## config.mk

```make
export PLATFORM = sky130hd
export DESIGN_NAME = general_purpose_timer_pair
export DESIGN_NICKNAME = d
export VERILOG_FILES = /design/src/logic/timer_pair_pkg.sv /design/src/logic/general_purpose_timer_pair.sv /design/src/logic/input_sampler.sv
export SDC_FILE = /design/constraint.sdc
export NUM_CORES = 1
export LEC_CHECK = 0
export BUFFER_PORTS_ARGS = -buffer_cell sky130_fd_sc_hd__buf_2
export CAP_MARGIN = 0
export CORE_MARGIN = 1.5
export CORE_UTILIZATION = 57
export DETAILED_ROUTE_END_ITERATION = 6
export GPL_ROUTABILITY_DRIVEN = 0
export PLACE_DENSITY = 0.86
export SLEW_MARGIN = 20
export SYNTH_ARGS = -nofsm -noshare
export SYNTH_HDL_FRONTEND = slang
export SYNTH_HIERARCHICAL = 1
export SYNTH_SLANG_ARGS = --single-unit
```

## constraint.sdc

```tcl
create_clock -name clock -period 3.1 [get_ports clock]
set_input_delay 0.62 -clock clock [delete_from_list [all_inputs] [get_ports clock]]
set_output_delay 0.62 -clock clock [all_outputs]
set_load 0.01 [all_outputs]
```

## src/logic/timer_pair_pkg.sv

```systemverilog
package timer_pair_pkg;
  // timer slots
  localparam int NUM_TIMERS = 5;
  localparam int NUM_EVENTS = 6;
  localparam int FIRST_AUX_A = 0;
  localparam int FIRST_CORE = 1;
  localparam int FIRST_AUX_B = 2;
  localparam int SECOND_AUX = 3;
  localparam int SECOND_CORE = 4;
  // register offsets, one word each
  localparam logic [4:0] RA_CTRL0 = 5'h00;
  localparam logic [4:0] RA_CNT0 = 5'h08;
  localparam logic [4:0] RA_CAPREG = 5'h10;
  localparam logic [4:0] RA_CAPCTRL = 5'h11;
  localparam logic [4:0] RA_STATUS = 5'h12;
  localparam logic [4:0] RA_MASK = 5'h13;
  // control word fields
  localparam int F_SEL = 0;
  localparam int F_MODE = 3;
  localparam int F_RUN = 6;
  localparam int F_DIR = 7;
  localparam int F_EXTDIR = 8;
  localparam int F_RDIR = 9;
  localparam int F_TGL = 10;
  localparam int F_TOE = 11;
  localparam int F_BPS = 12;
  localparam logic [15:0] CTRL_RESET = 16'h0000;
  // capture control fields
  localparam int C_SRC = 0;
  localparam int C_EDGE = 2;
  localparam int C_RLD = 4;
  localparam int C_MULT = 5;
  localparam logic [5:0] CAPCTRL_RESET = 6'h00;
  // timer modes
  localparam logic [2:0] M_TIMER = 3'h0;
  localparam logic [2:0] M_COUNTER = 3'h1;
  localparam logic [2:0] M_GATED_LO = 3'h2;
  localparam logic [2:0] M_GATED_HI = 3'h3;
  localparam logic [2:0] M_RELOAD = 3'h4;
  localparam logic [2:0] M_CAPTURE = 3'h5;
  localparam logic [2:0] M_INCR = 3'h6;
  // capture trigger sources
  localparam logic [1:0] CS_PIN = 2'h0;
  localparam logic [1:0] CS_CORE_COUNT = 2'h1;
  localparam logic [1:0] CS_CORE_DIR = 2'h2;

  // last count of the basic clock divider; the encoding is not linear
  function automatic logic [4:0] base_last(input logic [1:0] bps);
    case (bps)
      2'h1: base_last = 5'h03;
      2'h0: base_last = 5'h07;
      2'h3: base_last = 5'h0f;
      default: base_last = 5'h1f;
    endcase
  endfunction : base_last

  function automatic logic [7:0] pre_mask(input logic [2:0] sel);
    pre_mask = 8'((9'h001 << sel) - 9'h001);
  endfunction : pre_mask

  // 01 rising, 10 falling, 11 any, 00 none
  function automatic logic edge_hit(input logic [1:0] sel, input logic rise, input logic fall);
    edge_hit = (sel[0] & rise) | (sel[1] & fall);
  endfunction : edge_hit
endpackage : timer_pair_pkg

```

## src/logic/general_purpose_timer_pair.sv

```systemverilog
`timescale 1ns/1ps
module general_purpose_timer_pair #(
  parameter int DATA_W = 16
) (
  // clock and reset
  input wire logic clock,
  input wire logic rst_n,
  // register port
  input wire logic [4:0] reg_addr,
  input wire logic [DATA_W-1:0] reg_wdata,
  input wire logic reg_write,
  input wire logic reg_read,
  output logic [DATA_W-1:0] reg_rdata,
  // timer pins, slot 1 is core_count_pin and core_direction_pin
  input wire logic [timer_pair_pkg::NUM_TIMERS-1:0] timer_input_pin,
  input wire logic [timer_pair_pkg::NUM_TIMERS-1:0] external_direction_pin,
  input wire logic capture_pin,
  // outputs
  output logic toggle_output_pin,
  output logic capture_compare_clock,
  output logic [timer_pair_pkg::NUM_EVENTS-1:0] event_pulse,
  output logic irq
);
  import timer_pair_pkg::*;

  logic [DATA_W-1:0] ctrl_q [NUM_TIMERS];
  logic [DATA_W-1:0] cnt_q [NUM_TIMERS];
  logic [DATA_W-1:0] capreg_q;
  logic [5:0] capctrl_q;
  logic [NUM_EVENTS-1:0] status_q;
  logic [NUM_EVENTS-1:0] status_d;
  logic [NUM_EVENTS-1:0] mask_q;
  logic [NUM_EVENTS-1:0] events;
  logic [NUM_EVENTS-1:0] pulse_q;
  logic [DATA_W-1:0] rdata_q;
  logic [DATA_W-1:0] rd_mux;
  logic [4:0] base_cnt_q [2];
  logic [7:0] pre_cnt_q [2];
  logic [1:0] base_tick;
  logic [1:0] tgl_q;
  logic [1:0] shadow_q;
  logic toggle_out_q;
  logic cc_clock_q;
  logic irq_q;
  logic [5:0] lvl_a;
  logic [5:0] rise_a;
  logic [5:0] fall_a;
  logic [4:0] lvl_b;
  logic [4:0] rise_b;
  logic [4:0] fall_b;
  logic [NUM_TIMERS-1:0] in_lvl;
  logic [NUM_TIMERS-1:0] in_rise;
  logic [NUM_TIMERS-1:0] in_fall;
  logic [NUM_TIMERS-1:0] dir_lvl;
  logic [NUM_TIMERS-1:0] pre_tick;
  logic [NUM_TIMERS-1:0] dir_down;
  logic [NUM_TIMERS-1:0] count_ev;
  logic [NUM_TIMERS-1:0] trig_ev;
  logic [NUM_TIMERS-1:0] ouf;
  logic [NUM_TIMERS-1:0] cnt_wr;
  logic [NUM_TIMERS-1:0] ctrl_wr;
  logic reload_a;
  logic reload_b;
  logic cap_rise;
  logic cap_fall;
  logic cap_ev;

  // each block samples its pins with its own basic clock
  input_sampler #(.WIDTH(6)) u_first_sampler (
    .clock(clock),
    .rst_n(rst_n),
    .sample(base_tick[0]),
    .pin_in({external_direction_pin[2:0], timer_input_pin[2:0]}),
    .level(lvl_a),
    .rise(rise_a),
    .fall(fall_a)
  );

  input_sampler #(.WIDTH(5)) u_second_sampler (
    .clock(clock),
    .rst_n(rst_n),
    .sample(base_tick[1]),
    .pin_in({capture_pin, external_direction_pin[4:3], timer_input_pin[4:3]}),
    .level(lvl_b),
    .rise(rise_b),
    .fall(fall_b)
  );

  assign in_lvl = {lvl_b[1:0], lvl_a[2:0]};
  assign in_rise = {rise_b[1:0], rise_a[2:0]};
  assign in_fall = {fall_b[1:0], fall_a[2:0]};
  assign dir_lvl = {lvl_b[3:2], lvl_a[5:3]};

  // core of block b sits in slot 3*b+1
  // a count past the new last value ends the phase at once, no long wrap
  always_comb begin
    base_tick[0] = base_cnt_q[0] >= base_last(ctrl_q[FIRST_CORE][F_BPS+:2]);
    base_tick[1] = base_cnt_q[1] >= base_last(ctrl_q[SECOND_CORE][F_BPS+:2]);
  end

  always_ff @(posedge clock or negedge rst_n) begin
    if (!rst_n) begin
      for (int b = 0; b < 2; b++) begin
        base_cnt_q[b] <= 5'h00;
        pre_cnt_q[b] <= 8'h00;
      end
    end else begin
      for (int b = 0; b < 2; b++) begin
        base_cnt_q[b] <= base_tick[b] ? 5'h00 : base_cnt_q[b] + 5'h01;
        if (base_tick[b]) begin
          pre_cnt_q[b] <= pre_cnt_q[b] + 8'h01;
        end
      end
    end
  end

  always_comb begin
    for (int i = 0; i < NUM_TIMERS; i++) begin
      cnt_wr[i] = reg_write && (reg_addr == 5'(RA_CNT0 + i));
      ctrl_wr[i] = reg_write && (reg_addr == 5'(RA_CTRL0 + i));
    end
  end

  always_comb begin
    logic [2:0] sel;
    logic [2:0] mode;
    logic blk;
    logic run;
    logic pin_hit;
    logic tl_hit;
    sel = 3'h0;
    mode = 3'h0;
    blk = 1'b0;
    run = 1'b0;
    pin_hit = 1'b0;
    tl_hit = 1'b0;
    for (int i = 0; i < NUM_TIMERS; i++) begin
      sel = ctrl_q[i][F_SEL+:3];
      mode = ctrl_q[i][F_MODE+:3];
      run = ctrl_q[i][F_RUN];
      blk = (i >= SECOND_AUX);
      pre_tick[i] = base_tick[blk] && ((pre_cnt_q[blk] & pre_mask(sel)) == pre_mask(sel));
      dir_down[i] = ctrl_q[i][F_EXTDIR] ? (dir_lvl[i] ^ ctrl_q[i][F_DIR]) : ctrl_q[i][F_DIR];
      pin_hit = !sel[2] && edge_hit(sel[1:0], in_rise[i], in_fall[i]);
      // aux slots only; latch edges come from latch against its shadow
      tl_hit = sel[2] && (i != FIRST_CORE) && (i != SECOND_CORE)
        && edge_hit(sel[1:0], tgl_q[blk] & ~shadow_q[blk], ~tgl_q[blk] & shadow_q[blk]);
      count_ev[i] = 1'b0;
      trig_ev[i] = 1'b0;
      case (mode)
        M_TIMER: count_ev[i] = run && pre_tick[i];
        M_GATED_LO, M_GATED_HI: count_ev[i] = run && pre_tick[i] && (in_lvl[i] == mode[0]);
        M_COUNTER: count_ev[i] = run && (pin_hit || tl_hit);
        M_RELOAD: trig_ev[i] = (i == FIRST_AUX_A || i == FIRST_AUX_B) && (pin_hit || tl_hit);
        M_CAPTURE: trig_ev[i] = (i == FIRST_AUX_A || i == FIRST_AUX_B) && pin_hit;
        M_INCR: begin
          if (i == FIRST_CORE && !sel[2]) begin
            count_ev[i] = run && ((sel[0] && (in_rise[i] || in_fall[i]))
              || (sel[1] && (rise_a[4] || fall_a[4])));
          end
        end
        default: ;
      endcase
      ouf[i] = count_ev[i] && (dir_down[i] ? (cnt_q[i] == '0) : (cnt_q[i] == '1));
    end
  end

  // both aux on the same trigger: the second aux wins
  assign reload_a = trig_ev[FIRST_AUX_A] && (ctrl_q[FIRST_AUX_A][F_MODE+:3] == M_RELOAD);
  assign reload_b = trig_ev[FIRST_AUX_B] && (ctrl_q[FIRST_AUX_B][F_MODE+:3] == M_RELOAD);

  always_comb begin
    cap_rise = 1'b0;
    cap_fall = 1'b0;
    case (capctrl_q[C_SRC+:2])
      CS_PIN: begin
        cap_rise = rise_b[4];
        cap_fall = fall_b[4];
      end
      CS_CORE_COUNT: begin
        cap_rise = in_rise[FIRST_CORE];
        cap_fall = in_fall[FIRST_CORE];
      end
      CS_CORE_DIR: begin
        cap_rise = rise_a[4];
        cap_fall = fall_a[4];
      end
      default: ;
    endcase
    cap_ev = edge_hit(capctrl_q[C_EDGE+:2], cap_rise, cap_fall);
  end

  always_ff @(posedge clock or negedge rst_n) begin
    if (!rst_n) begin
      for (int i = 0; i < NUM_TIMERS; i++) begin
        cnt_q[i] <= '0;
      end
    end else begin
      for (int i = 0; i < NUM_TIMERS; i++) begin
        if (cnt_wr[i]) begin
          cnt_q[i] <= reg_wdata;
        end else if (i == FIRST_CORE && (reload_a || reload_b)) begin
          cnt_q[i] <= reload_b ? cnt_q[FIRST_AUX_B] : cnt_q[FIRST_AUX_A];
        end else if (i == SECOND_CORE && ouf[i] && capctrl_q[C_RLD]) begin
          cnt_q[i] <= capreg_q;
        end else if (i == SECOND_AUX && cap_ev && capctrl_q[C_MULT]) begin
          cnt_q[i] <= '0;
        end else if (trig_ev[i] && ctrl_q[i][F_MODE+:3] == M_CAPTURE) begin
          cnt_q[i] <= cnt_q[FIRST_CORE];
        end else if (count_ev[i]) begin
          cnt_q[i] <= dir_down[i] ? cnt_q[i] - DATA_W'(1) : cnt_q[i] + DATA_W'(1);
        end
      end
    end
  end

  // a software write moves latch and shadow together, so no edge is seen
  always_ff @(posedge clock or negedge rst_n) begin
    if (!rst_n) begin
      tgl_q <= 2'h0;
      shadow_q <= 2'h0;
    end else begin
      for (int b = 0; b < 2; b++) begin
        if (ctrl_wr[3 * b + 1]) begin
          tgl_q[b] <= reg_wdata[F_TGL];
          shadow_q[b] <= reg_wdata[F_TGL];
        end else begin
          if (ouf[3 * b + 1]) begin
            tgl_q[b] <= ~tgl_q[b];
          end
          shadow_q[b] <= tgl_q[b];
        end
      end
    end
  end

  always_ff @(posedge clock or negedge rst_n) begin
    if (!rst_n) begin
      for (int i = 0; i < NUM_TIMERS; i++) begin
        ctrl_q[i] <= DATA_W'(CTRL_RESET);
      end
    end else begin
      for (int i = 0; i < NUM_TIMERS; i++) begin
        if (ctrl_wr[i]) begin
          ctrl_q[i] <= reg_wdata;
        end
      end
    end
  end

  always_ff @(posedge clock or negedge rst_n) begin
    if (!rst_n) begin
      capreg_q <= '0;
      capctrl_q <= CAPCTRL_RESET;
    end else begin
      if (reg_write && reg_addr == RA_CAPREG) begin
        capreg_q <= reg_wdata;
      end else if (cap_ev) begin
        capreg_q <= cnt_q[SECOND_AUX];
      end
      if (reg_write && reg_addr == RA_CAPCTRL) begin
        capctrl_q <= reg_wdata[5:0];
      end
    end
  end

  // a new event in the clearing read cycle survives the clear
  always_comb begin
    events = {cap_ev, ouf | trig_ev};
    status_d = events | ((reg_read && reg_addr == RA_STATUS) ? '0 : status_q);
  end

  always_ff @(posedge clock or negedge rst_n) begin
    if (!rst_n) begin
      status_q <= '0;
      mask_q <= '0;
      pulse_q <= '0;
      irq_q <= 1'b0;
    end else begin
      status_q <= status_d;
      pulse_q <= events;
      irq_q <= |(status_d & mask_q);
      if (reg_write && reg_addr == RA_MASK) begin
        mask_q <= reg_wdata[NUM_EVENTS-1:0];
      end
    end
  end

  always_ff @(posedge clock or negedge rst_n) begin
    if (!rst_n) begin
      toggle_out_q <= 1'b1;
      cc_clock_q <= 1'b0;
    end else begin
      toggle_out_q <= ctrl_q[SECOND_CORE][F_TOE] ? tgl_q[1] : 1'b1;
      cc_clock_q <= ouf[SECOND_CORE];
    end
  end

  always_comb begin
    rd_mux = '0;
    for (int i = 0; i < NUM_TIMERS; i++) begin
      if (reg_addr == 5'(RA_CTRL0 + i)) begin
        rd_mux = ctrl_q[i];
        rd_mux[F_RDIR] = dir_down[i];
        rd_mux[F_TGL] = (i == FIRST_CORE || i == SECOND_CORE) ? tgl_q[i / 3] : 1'b0;
      end
      if (reg_addr == 5'(RA_CNT0 + i)) begin
        rd_mux = cnt_q[i];
      end
    end
    case (reg_addr)
      RA_CAPREG: rd_mux = capreg_q;
      RA_CAPCTRL: rd_mux = DATA_W'(capctrl_q);
      RA_STATUS: rd_mux = DATA_W'(status_q);
      RA_MASK: rd_mux = DATA_W'(mask_q);
      default: ;
    endcase
  end

  always_ff @(posedge clock or negedge rst_n) begin
    if (!rst_n) begin
      rdata_q <= '0;
    end else begin
      rdata_q <= reg_read ? rd_mux : '0;
    end
  end

  assign reg_rdata = rdata_q;
  assign toggle_output_pin = toggle_out_q;
  assign capture_compare_clock = cc_clock_q;
  assign event_pulse = pulse_q;
  assign irq = irq_q;
endmodule : general_purpose_timer_pair

```

## src/logic/input_sampler.sv

```systemverilog
`timescale 1ns/1ps
module input_sampler #(
  parameter int WIDTH = 1
) (
  // clock and reset
  input wire logic clock,
  input wire logic rst_n,
  // basic clock strobe and raw pins
  input wire logic sample,
  input wire logic [WIDTH-1:0] pin_in,
  // sampled level and one-cycle transition pulses
  output logic [WIDTH-1:0] level,
  output logic [WIDTH-1:0] rise,
  output logic [WIDTH-1:0] fall
);
  logic [WIDTH-1:0] meta_q;
  logic [WIDTH-1:0] sync_q;
  logic [WIDTH-1:0] level_q;
  logic [WIDTH-1:0] rise_q;
  logic [WIDTH-1:0] fall_q;

  always_ff @(posedge clock or negedge rst_n) begin
    if (!rst_n) begin
      meta_q <= '0;
      sync_q <= '0;
    end else begin
      meta_q <= pin_in;
      sync_q <= meta_q;
    end
  end

  // a pin shorter than one basic phase may be missed entirely
  always_ff @(posedge clock or negedge rst_n) begin
    if (!rst_n) begin
      level_q <= '0;
      rise_q <= '0;
      fall_q <= '0;
    end else if (sample) begin
      level_q <= sync_q;
      rise_q <= sync_q & ~level_q;
      fall_q <= ~sync_q & level_q;
    end else begin
      rise_q <= '0;
      fall_q <= '0;
    end
  end

  assign level = level_q;
  assign rise = rise_q;
  assign fall = fall_q;
endmodule : input_sampler

```

==> metrics, run 1 <==
status=finished, violations left; failing checks=design-rule violations, negative setup slack; post-place setup slack=-123.1 ps; fin crit period=3294 ps; Final #Nets=2,149; RSZ-0062 raised after global routing=true; input/output buffers=60; r2r setup slk=-190 ps; Fill cells=2,197; Final Max Slew Viols=0; Detailed Place HPWL=41,640 um; fin worst setup slack=-193.6 ps; DR vias=17.55k; first-pass GRT wire length=95,370 um; proportion of layout cells with a drive suffix above 1=22.43%; share of power burned in combinational logic=53.6%; placed instance area=19,330 um2; Avg Cell Area, Syn=9.408 um2; Warnings, synthesis=6; cell at the slowest stage of the critical path=dfrtp_1; Worst EP required=3570 ps; Crit Path Max Fanout=6; Routed WL=62,800 um; Final Setup Violations=6; maximum clock rate=0.3036 GHz; Total Power=23,000 uW; cell area after layout=20,870 um2; wire per inst=25.67 um; Die Y=180.4 um; TritonCTS Sinks=283; P_leak=0.009399 uW; final period utilization=106.2%; max_slew headroom=42.86%; largest net degree at the start of global routing=74; initial antenna violation count=3; switching share of power=43.87%; max cap viols=0; sequential group share of total power=29.2%; grt met2 use=55.12%; synthesized cell area=17,940 um2; Pint=12,910 uW; CTS root buf=clkbuf_16; clock insertion delay at the later pin of the skew report=590 ps; worst reg2reg path depth=14; TritonRoute pass-1 iters=7; antenna fix cells=0; Total GRT Usage=37.57%; net count after synthesis=2,028; Worst-path clk slew=70 ps; layer with the highest usage=met2; Post-DRT Antenna Nets=0; Setup Skew=37.76 ps; CTS tree=built; starting density of the core=58.35%; NetSw=10,090 uW; Hold Crit Class=in -> async; Clock power frac=17.2%; number of global-route vias before repair=17.05k; vias per cell=7.172; CTS Buf Count=31; H-Tree Depth=1; grt ovf=0; Core Util, Final=67.88%; Cells after Synth=1,907; r2r startpoint=ctrl_q[24]; hold buffers post-CTS=0; DRC violation count after routing=38; Die Wd=180.4 um; crit path DAT=3760 ps; PwrDens=1102 nW/um2; CP endpoint=cnt_q[31]; slowest stage delay, CP=410 ps; met3 usage=14.13%; maximum buffer depth of the clock tree=3; worst path cell trace=nand2_2 > xor2_2 > inv_2 > buf_6 > ha_4 > a211oi_4 > o21ai_2 > a221oi_4 > a21oi_2 > a211oi_2 > o21bai_1 > xnor2_1 > mux2_2 > nor3_2; initial DRC count=2,837; Worst-Margin Slew=835.5 ps; IO Pins=61; die area=32,550 um2; area grow syn2layout=16.34%; Critical path origin=ctrl_q[24]; crit path kind=reg -> reg; FP Rows=64; Reg2Reg Capture Point=cnt_q[31]; Hold Violations, Final=0; crit end category=register; core area=30,750 um2; Worst VDD drop=0.0005198 V; GR Util met1=46.66%; Worst Setup Start Kind=register
## routing by layer
metal | up-vias | part of all wire [%] | wire length (um)
li1 | 7275 | - | -
met1 | 8227 | 34 | 21590
met2 | 1533 | 41 | 26060
met3 | 510 | 16 | 9800
met4 | 6 | 8.4 | 5269
met5 | - | 0.13 | 81
## how the worst min path moves through the flow
stage / end / slack [ps] / cells after the start
after floorplan: base_cnt_q[0] / 320 / 0
after global placement: u_first_sampler/sync_q[4] / 330 / 0
after detailed placement: u_first_sampler/sync_q[4] / 340 / 0
after CTS: u_first_sampler/sync_q[2] / 40 / 1
after global routing: u_first_sampler/fall[2] / 70 / 1
final: u_first_sampler/fall[2] / 20 / 1
## power groups by stage
stage                     clock network [uW]  logic, uW  registers [uW]
final                                   3960      12300            6710
after global placement                     0      10300            6460
after global routing                    4120      13300            6750
after detailed placement                   0      10800            6540
after floorplan                            0       7980            5910
after CTS                               3960      11200            6500
## cells in the final DEF (no fill, tap or decap), types with 41 or more instances in the layout
master / n
buf_4: 128
nor2_1: 147
dfrtp_1: 282
inv_1: 41
mux2_2: 100
xnor2_1: 53
o21ai_0: 127
nand2_1: 184
ha_1: 70
buf_2: 59
a21oi_1: 127
## metrics by stage
| step | instances | hold WS [ps] | TNS [ps] |
|---|---|---|---|
| after CTS | 2438 | 43.61 | -70.88 |
| after global routing | 2447 | 70.78 | -1928 |
| after floorplan | 1907 | 324.4 | -5.974 |
| final | 2447 | 20.66 | -565.1 |
| after global placement | 2379 | 331.7 | -40.75 |
| after detailed placement | 2379 | 336.4 | -455.9 |
## registers in the layout, indices dropped and copies added (netlist names), 2 cells and up
| name | flops |
|---|---|
| cnt_q | 80 |
| ctrl_q | 70 |
| capreg_q | 16 |
| reg_rdata | 16 |
| pre_cnt_q | 14 |
| base_cnt_q | 10 |
| capctrl_q | 6 |
| event_pulse | 6 |
| mask_q | 6 |
| status_q | 6 |
| u_first_sampler/level | 6 |
| u_first_sampler/meta_q | 6 |
| u_first_sampler/sync_q | 6 |
| u_second_sampler/level | 5 |
| u_second_sampler/meta_q | 5 |
| u_second_sampler/sync_q | 5 |
| u_first_sampler/fall | 4 |
| u_first_sampler/rise | 4 |
| u_second_sampler/fall | 3 |
| u_second_sampler/rise | 3 |
| shadow_q | 2 |
| tgl_q | 2 |
## final cells by class
| cell class | count | area [um2] | area share [%] |
|---|---|---|---|
| clock buffers | 40 | 869.6 | 4.166 |
| flip-flops and latches | 283 | 7083 | 33.93 |
| well taps | 396 | 495.5 | 2.374 |
| clock inverters | 16 | 220.2 | 1.055 |
| inverters | 47 | 181.4 | 0.8692 |
| repair buffers | 196 | 1396 | 6.690 |
| multi-input cells | 1469 | 10630 | 50.91 |
## what timing repair did
| item | CTS | global route |
|---|---|---|
| gates resized for setup | 21 | 60 |
| buffers inserted | 3 | 9 |
| pin swaps | 18 | 26 |
| setup endpoints to repair | 7 | 26 |
| cloned | 0 | 0 |
## critical path: cells and delay by family (launching register included)
family	cells	cell delay, ps
DFF	1	410
muxes	1	350
xor gates and xnor gates	2	550
AOI/OAI and AO/OA	6	1100
adders and majority gates	1	220
and+or+nand+nor	2	220
buffers and inverters	2	330
Note: power is estimated with default switching activity, not from simulation.
==> run 2: changes to the inputs <==
--- a/config.mk
+++ b/config.mk
@@ -7,11 +7,12 @@
 export LEC_CHECK = 0
 export BUFFER_PORTS_ARGS = -buffer_cell sky130_fd_sc_hd__buf_2
 export CAP_MARGIN = 0
-export CORE_MARGIN = 1.5
+export CORE_MARGIN = 4
 export CORE_UTILIZATION = 57
 export DETAILED_ROUTE_END_ITERATION = 6
 export GPL_ROUTABILITY_DRIVEN = 0
 export PLACE_DENSITY = 0.86
+export SETUP_SLACK_MARGIN = 0.02
 export SLEW_MARGIN = 20
 export SYNTH_ARGS = -nofsm -noshare
 export SYNTH_HDL_FRONTEND = slang
==> run 2 against run 1 <==
  * The run still ends with design-rule violations, negative setup slack left
  * Sequential cell count is the same
  * Maximum frequency is 5.3% higher
  * Wire length increased by 0.58%
  * Sequential share of layout area decreased by 0.55 points
  * Power up 3.6%
  * Cell count up 0.53%
  * Core utilization is 0.94 points higher
  * First-iteration DRC count up 13%
  * Register-to-register slack gained 160 ps
==> metrics, run 2 (synthesized netlist as in run 1, its figures left out) <==
Crit Path Max Fanout=3; clock insertion delay at the later pin of the skew report=540 ps; met3 usage=11.35%; Worst Setup Start Kind=register; IO Pins=61; RSZ-0062 raised after global routing=true; Largest regs=cnt_q: 80 flops, ctrl_q: 70 flops; CTS tree=built; TritonCTS Sinks=283; switching share of power=43.33%; CTS Buf Count=34; Final #Nets=2,160; first-pass GRT wire length=94,900 um; hold buffers post-CTS=0; commonest non-fill, non-tap cell in the layout=dfrtp_1; Final Max Slew Viols=0; failing checks=design-rule violations, negative setup slack; Fill cells=2,103; H-Tree Depth=2; Setup Skew=25.44 ps; crit end category=register; initial antenna violation count=3; Post-DRT Antenna Nets=0; maximum buffer depth of the clock tree=3; final period utilization=100.9%; antenna fix cells=0; crit path DAT=3540 ps; maximum clock rate=0.3196 GHz; GR Util met1=45.43%; number of global-route vias before repair=16.98k; starting density of the core=58.19%; proportion of layout cells with a drive suffix above 1=23.89%; TritonRoute pass-1 iters=7; Final Setup Violations=2; most frequent cells in the layout=282 x dfrtp_1, 183 x nand2_1, 147 x nor2_1, 137 x buf_4, 125 x a21oi_1; status=finished, violations left; area grow syn2layout=18.26%; Largest Register=cnt_q; core area=30,830 um2; Detailed Place HPWL=41,210 um; Total GRT Usage=35.34%; Worst EP required=3510 ps; FP Rows=64; DR vias=17.84k; sequential group share of total power=28.4%; DRC violation count after routing=138; input/output buffers=60; wire per inst=25.68 um; CTS root buf=clkbuf_16; NetSw=10,330 uW; Worst-path clk slew=70 ps; Routed WL=63,170 um; total negative setup slack=-31.47 ps; fin crit period=3129 ps; vias per cell=7.253; post-place setup slack=-181.3 ps; Die Wd=185.4 um; grt met2 use=51.59%; crit path kind=reg -> reg; Die Y=185.4 um; die area=34,380 um2; max FFs per register=80; Clock power frac=18.7%; fin worst setup slack=-28.74 ps; PwrDens=1123 nW/um2; Hold Violations, Final=0; Worst-Margin Slew=917.0 ps; largest net degree at the start of global routing=91; P_leak=0.009533 uW; grt ovf=0; initial DRC count=3,206; layer with the highest usage=met2; share of power burned in combinational logic=52.9%; Hold Crit Class=in -> async; Pint=13,500 uW; Worst VDD drop=0.0006335 V; max cap viols=0; max_slew headroom=37.29%
[run 2: cell types whose count changed in the layout (fill, tap and decap cells not counted), sizes merged]
cell      before  now
buf          196  204
bufinv         5    6
clkbuf        40   45
clkinv         8    9
clkinvlp       3    1
[run 2: repair_timing]
| action | 4_1_cts | 5_1_grt |
|---|---|---|
| endpoints found under the setup margin | 12 | 31 |
| gates resized for setup | 29 | 74 |
| gates cloned | 0 | 0 |
| pin swaps | 24 | 53 |
| buffers inserted | 10 | 17 |
[run 2: routing by layer]
layer	part of all wire [%]	wire length [um]
met1	35	21950
met2	41	25950
met3	15	9547
met4	9.0	5683
met5	0.062	39
[run 2: stage by stage]
stage / cell area, um2 / total power (uW) / utilization (%) / hold slack [ps] / instances
2_1_floorplan: 18020 / 13890 / - / 324.4 / 1907
3_3_place_gp: 19290 / 16740 / 62.58 / 331.4 / 2373
3_5_place_dp: 19290 / 17250 / 62.58 / 334.7 / 2373
4_1_cts: 20750 / 22250 / 67.32 / 125.2 / 2444
5_1_grt: 21220 / 24990 / 68.82 / 154.7 / 2460
6_report: 21220 / 23830 / 68.82 / 106.9 / 2460
[run 2: power groups by stage]
stage	clock [uW]	sequential, uW	combinational (uW)
2_1_floorplan	0	5910	7980
6_report	4460	6760	12600
3_3_place_gp	0	6490	10300
3_5_place_dp	0	6560	10700
4_1_cts	4470	6540	11200
5_1_grt	4610	6780	13600
[run 2: worst paths after layout]
| check | startpoint | cells past startpoint | slack (ps) | to |
|---|---|---|---|---|
| setup / recovery | u_second_sampler/level[3] | 13 | -30 | cnt_q[14] |
| hold / removal | rst_n | 1 | 110 | u_first_sampler/sync_q[0] |
| setup reg to reg | u_second_sampler/level[3] | 13 | -30 | cnt_q[14] |
| hold reg to reg | u_first_sampler/meta_q[5] | 0 | 350 | u_first_sampler/sync_q[5] |
| max in group asynchronous | rst_n | 2 | 2150 | ctrl_q[7] |
| min in group clock | external_direction_pin[2] | 1 | 190 | u_first_sampler/meta_q[5] |
[run 2: area by class of cell]
class	count	area [um2]	area share (%)
inverters	47	183.9	0.8668
clock inverters	16	265.3	1.250
well taps	396	495.5	2.335
repair buffers	204	1453	6.846
multi-input cells	1469	10750	50.68
flip-flops and latches	283	7083	33.38
clock buffers	45	983.4	4.635
[run 2: critical path, stage by stage (launching register included)]
cell and delay, ps:
dfrtp_1 380, nand2_2 110, xor2_4 180, inv_4 50, fa_2 370, a21o_1 190
a211oi_2 250, o21bai_1 120, o311a_1 340, o211ai_2 200, mux2_4 330, o21ai_2 110
a31oi_1 100, mux2_4 290
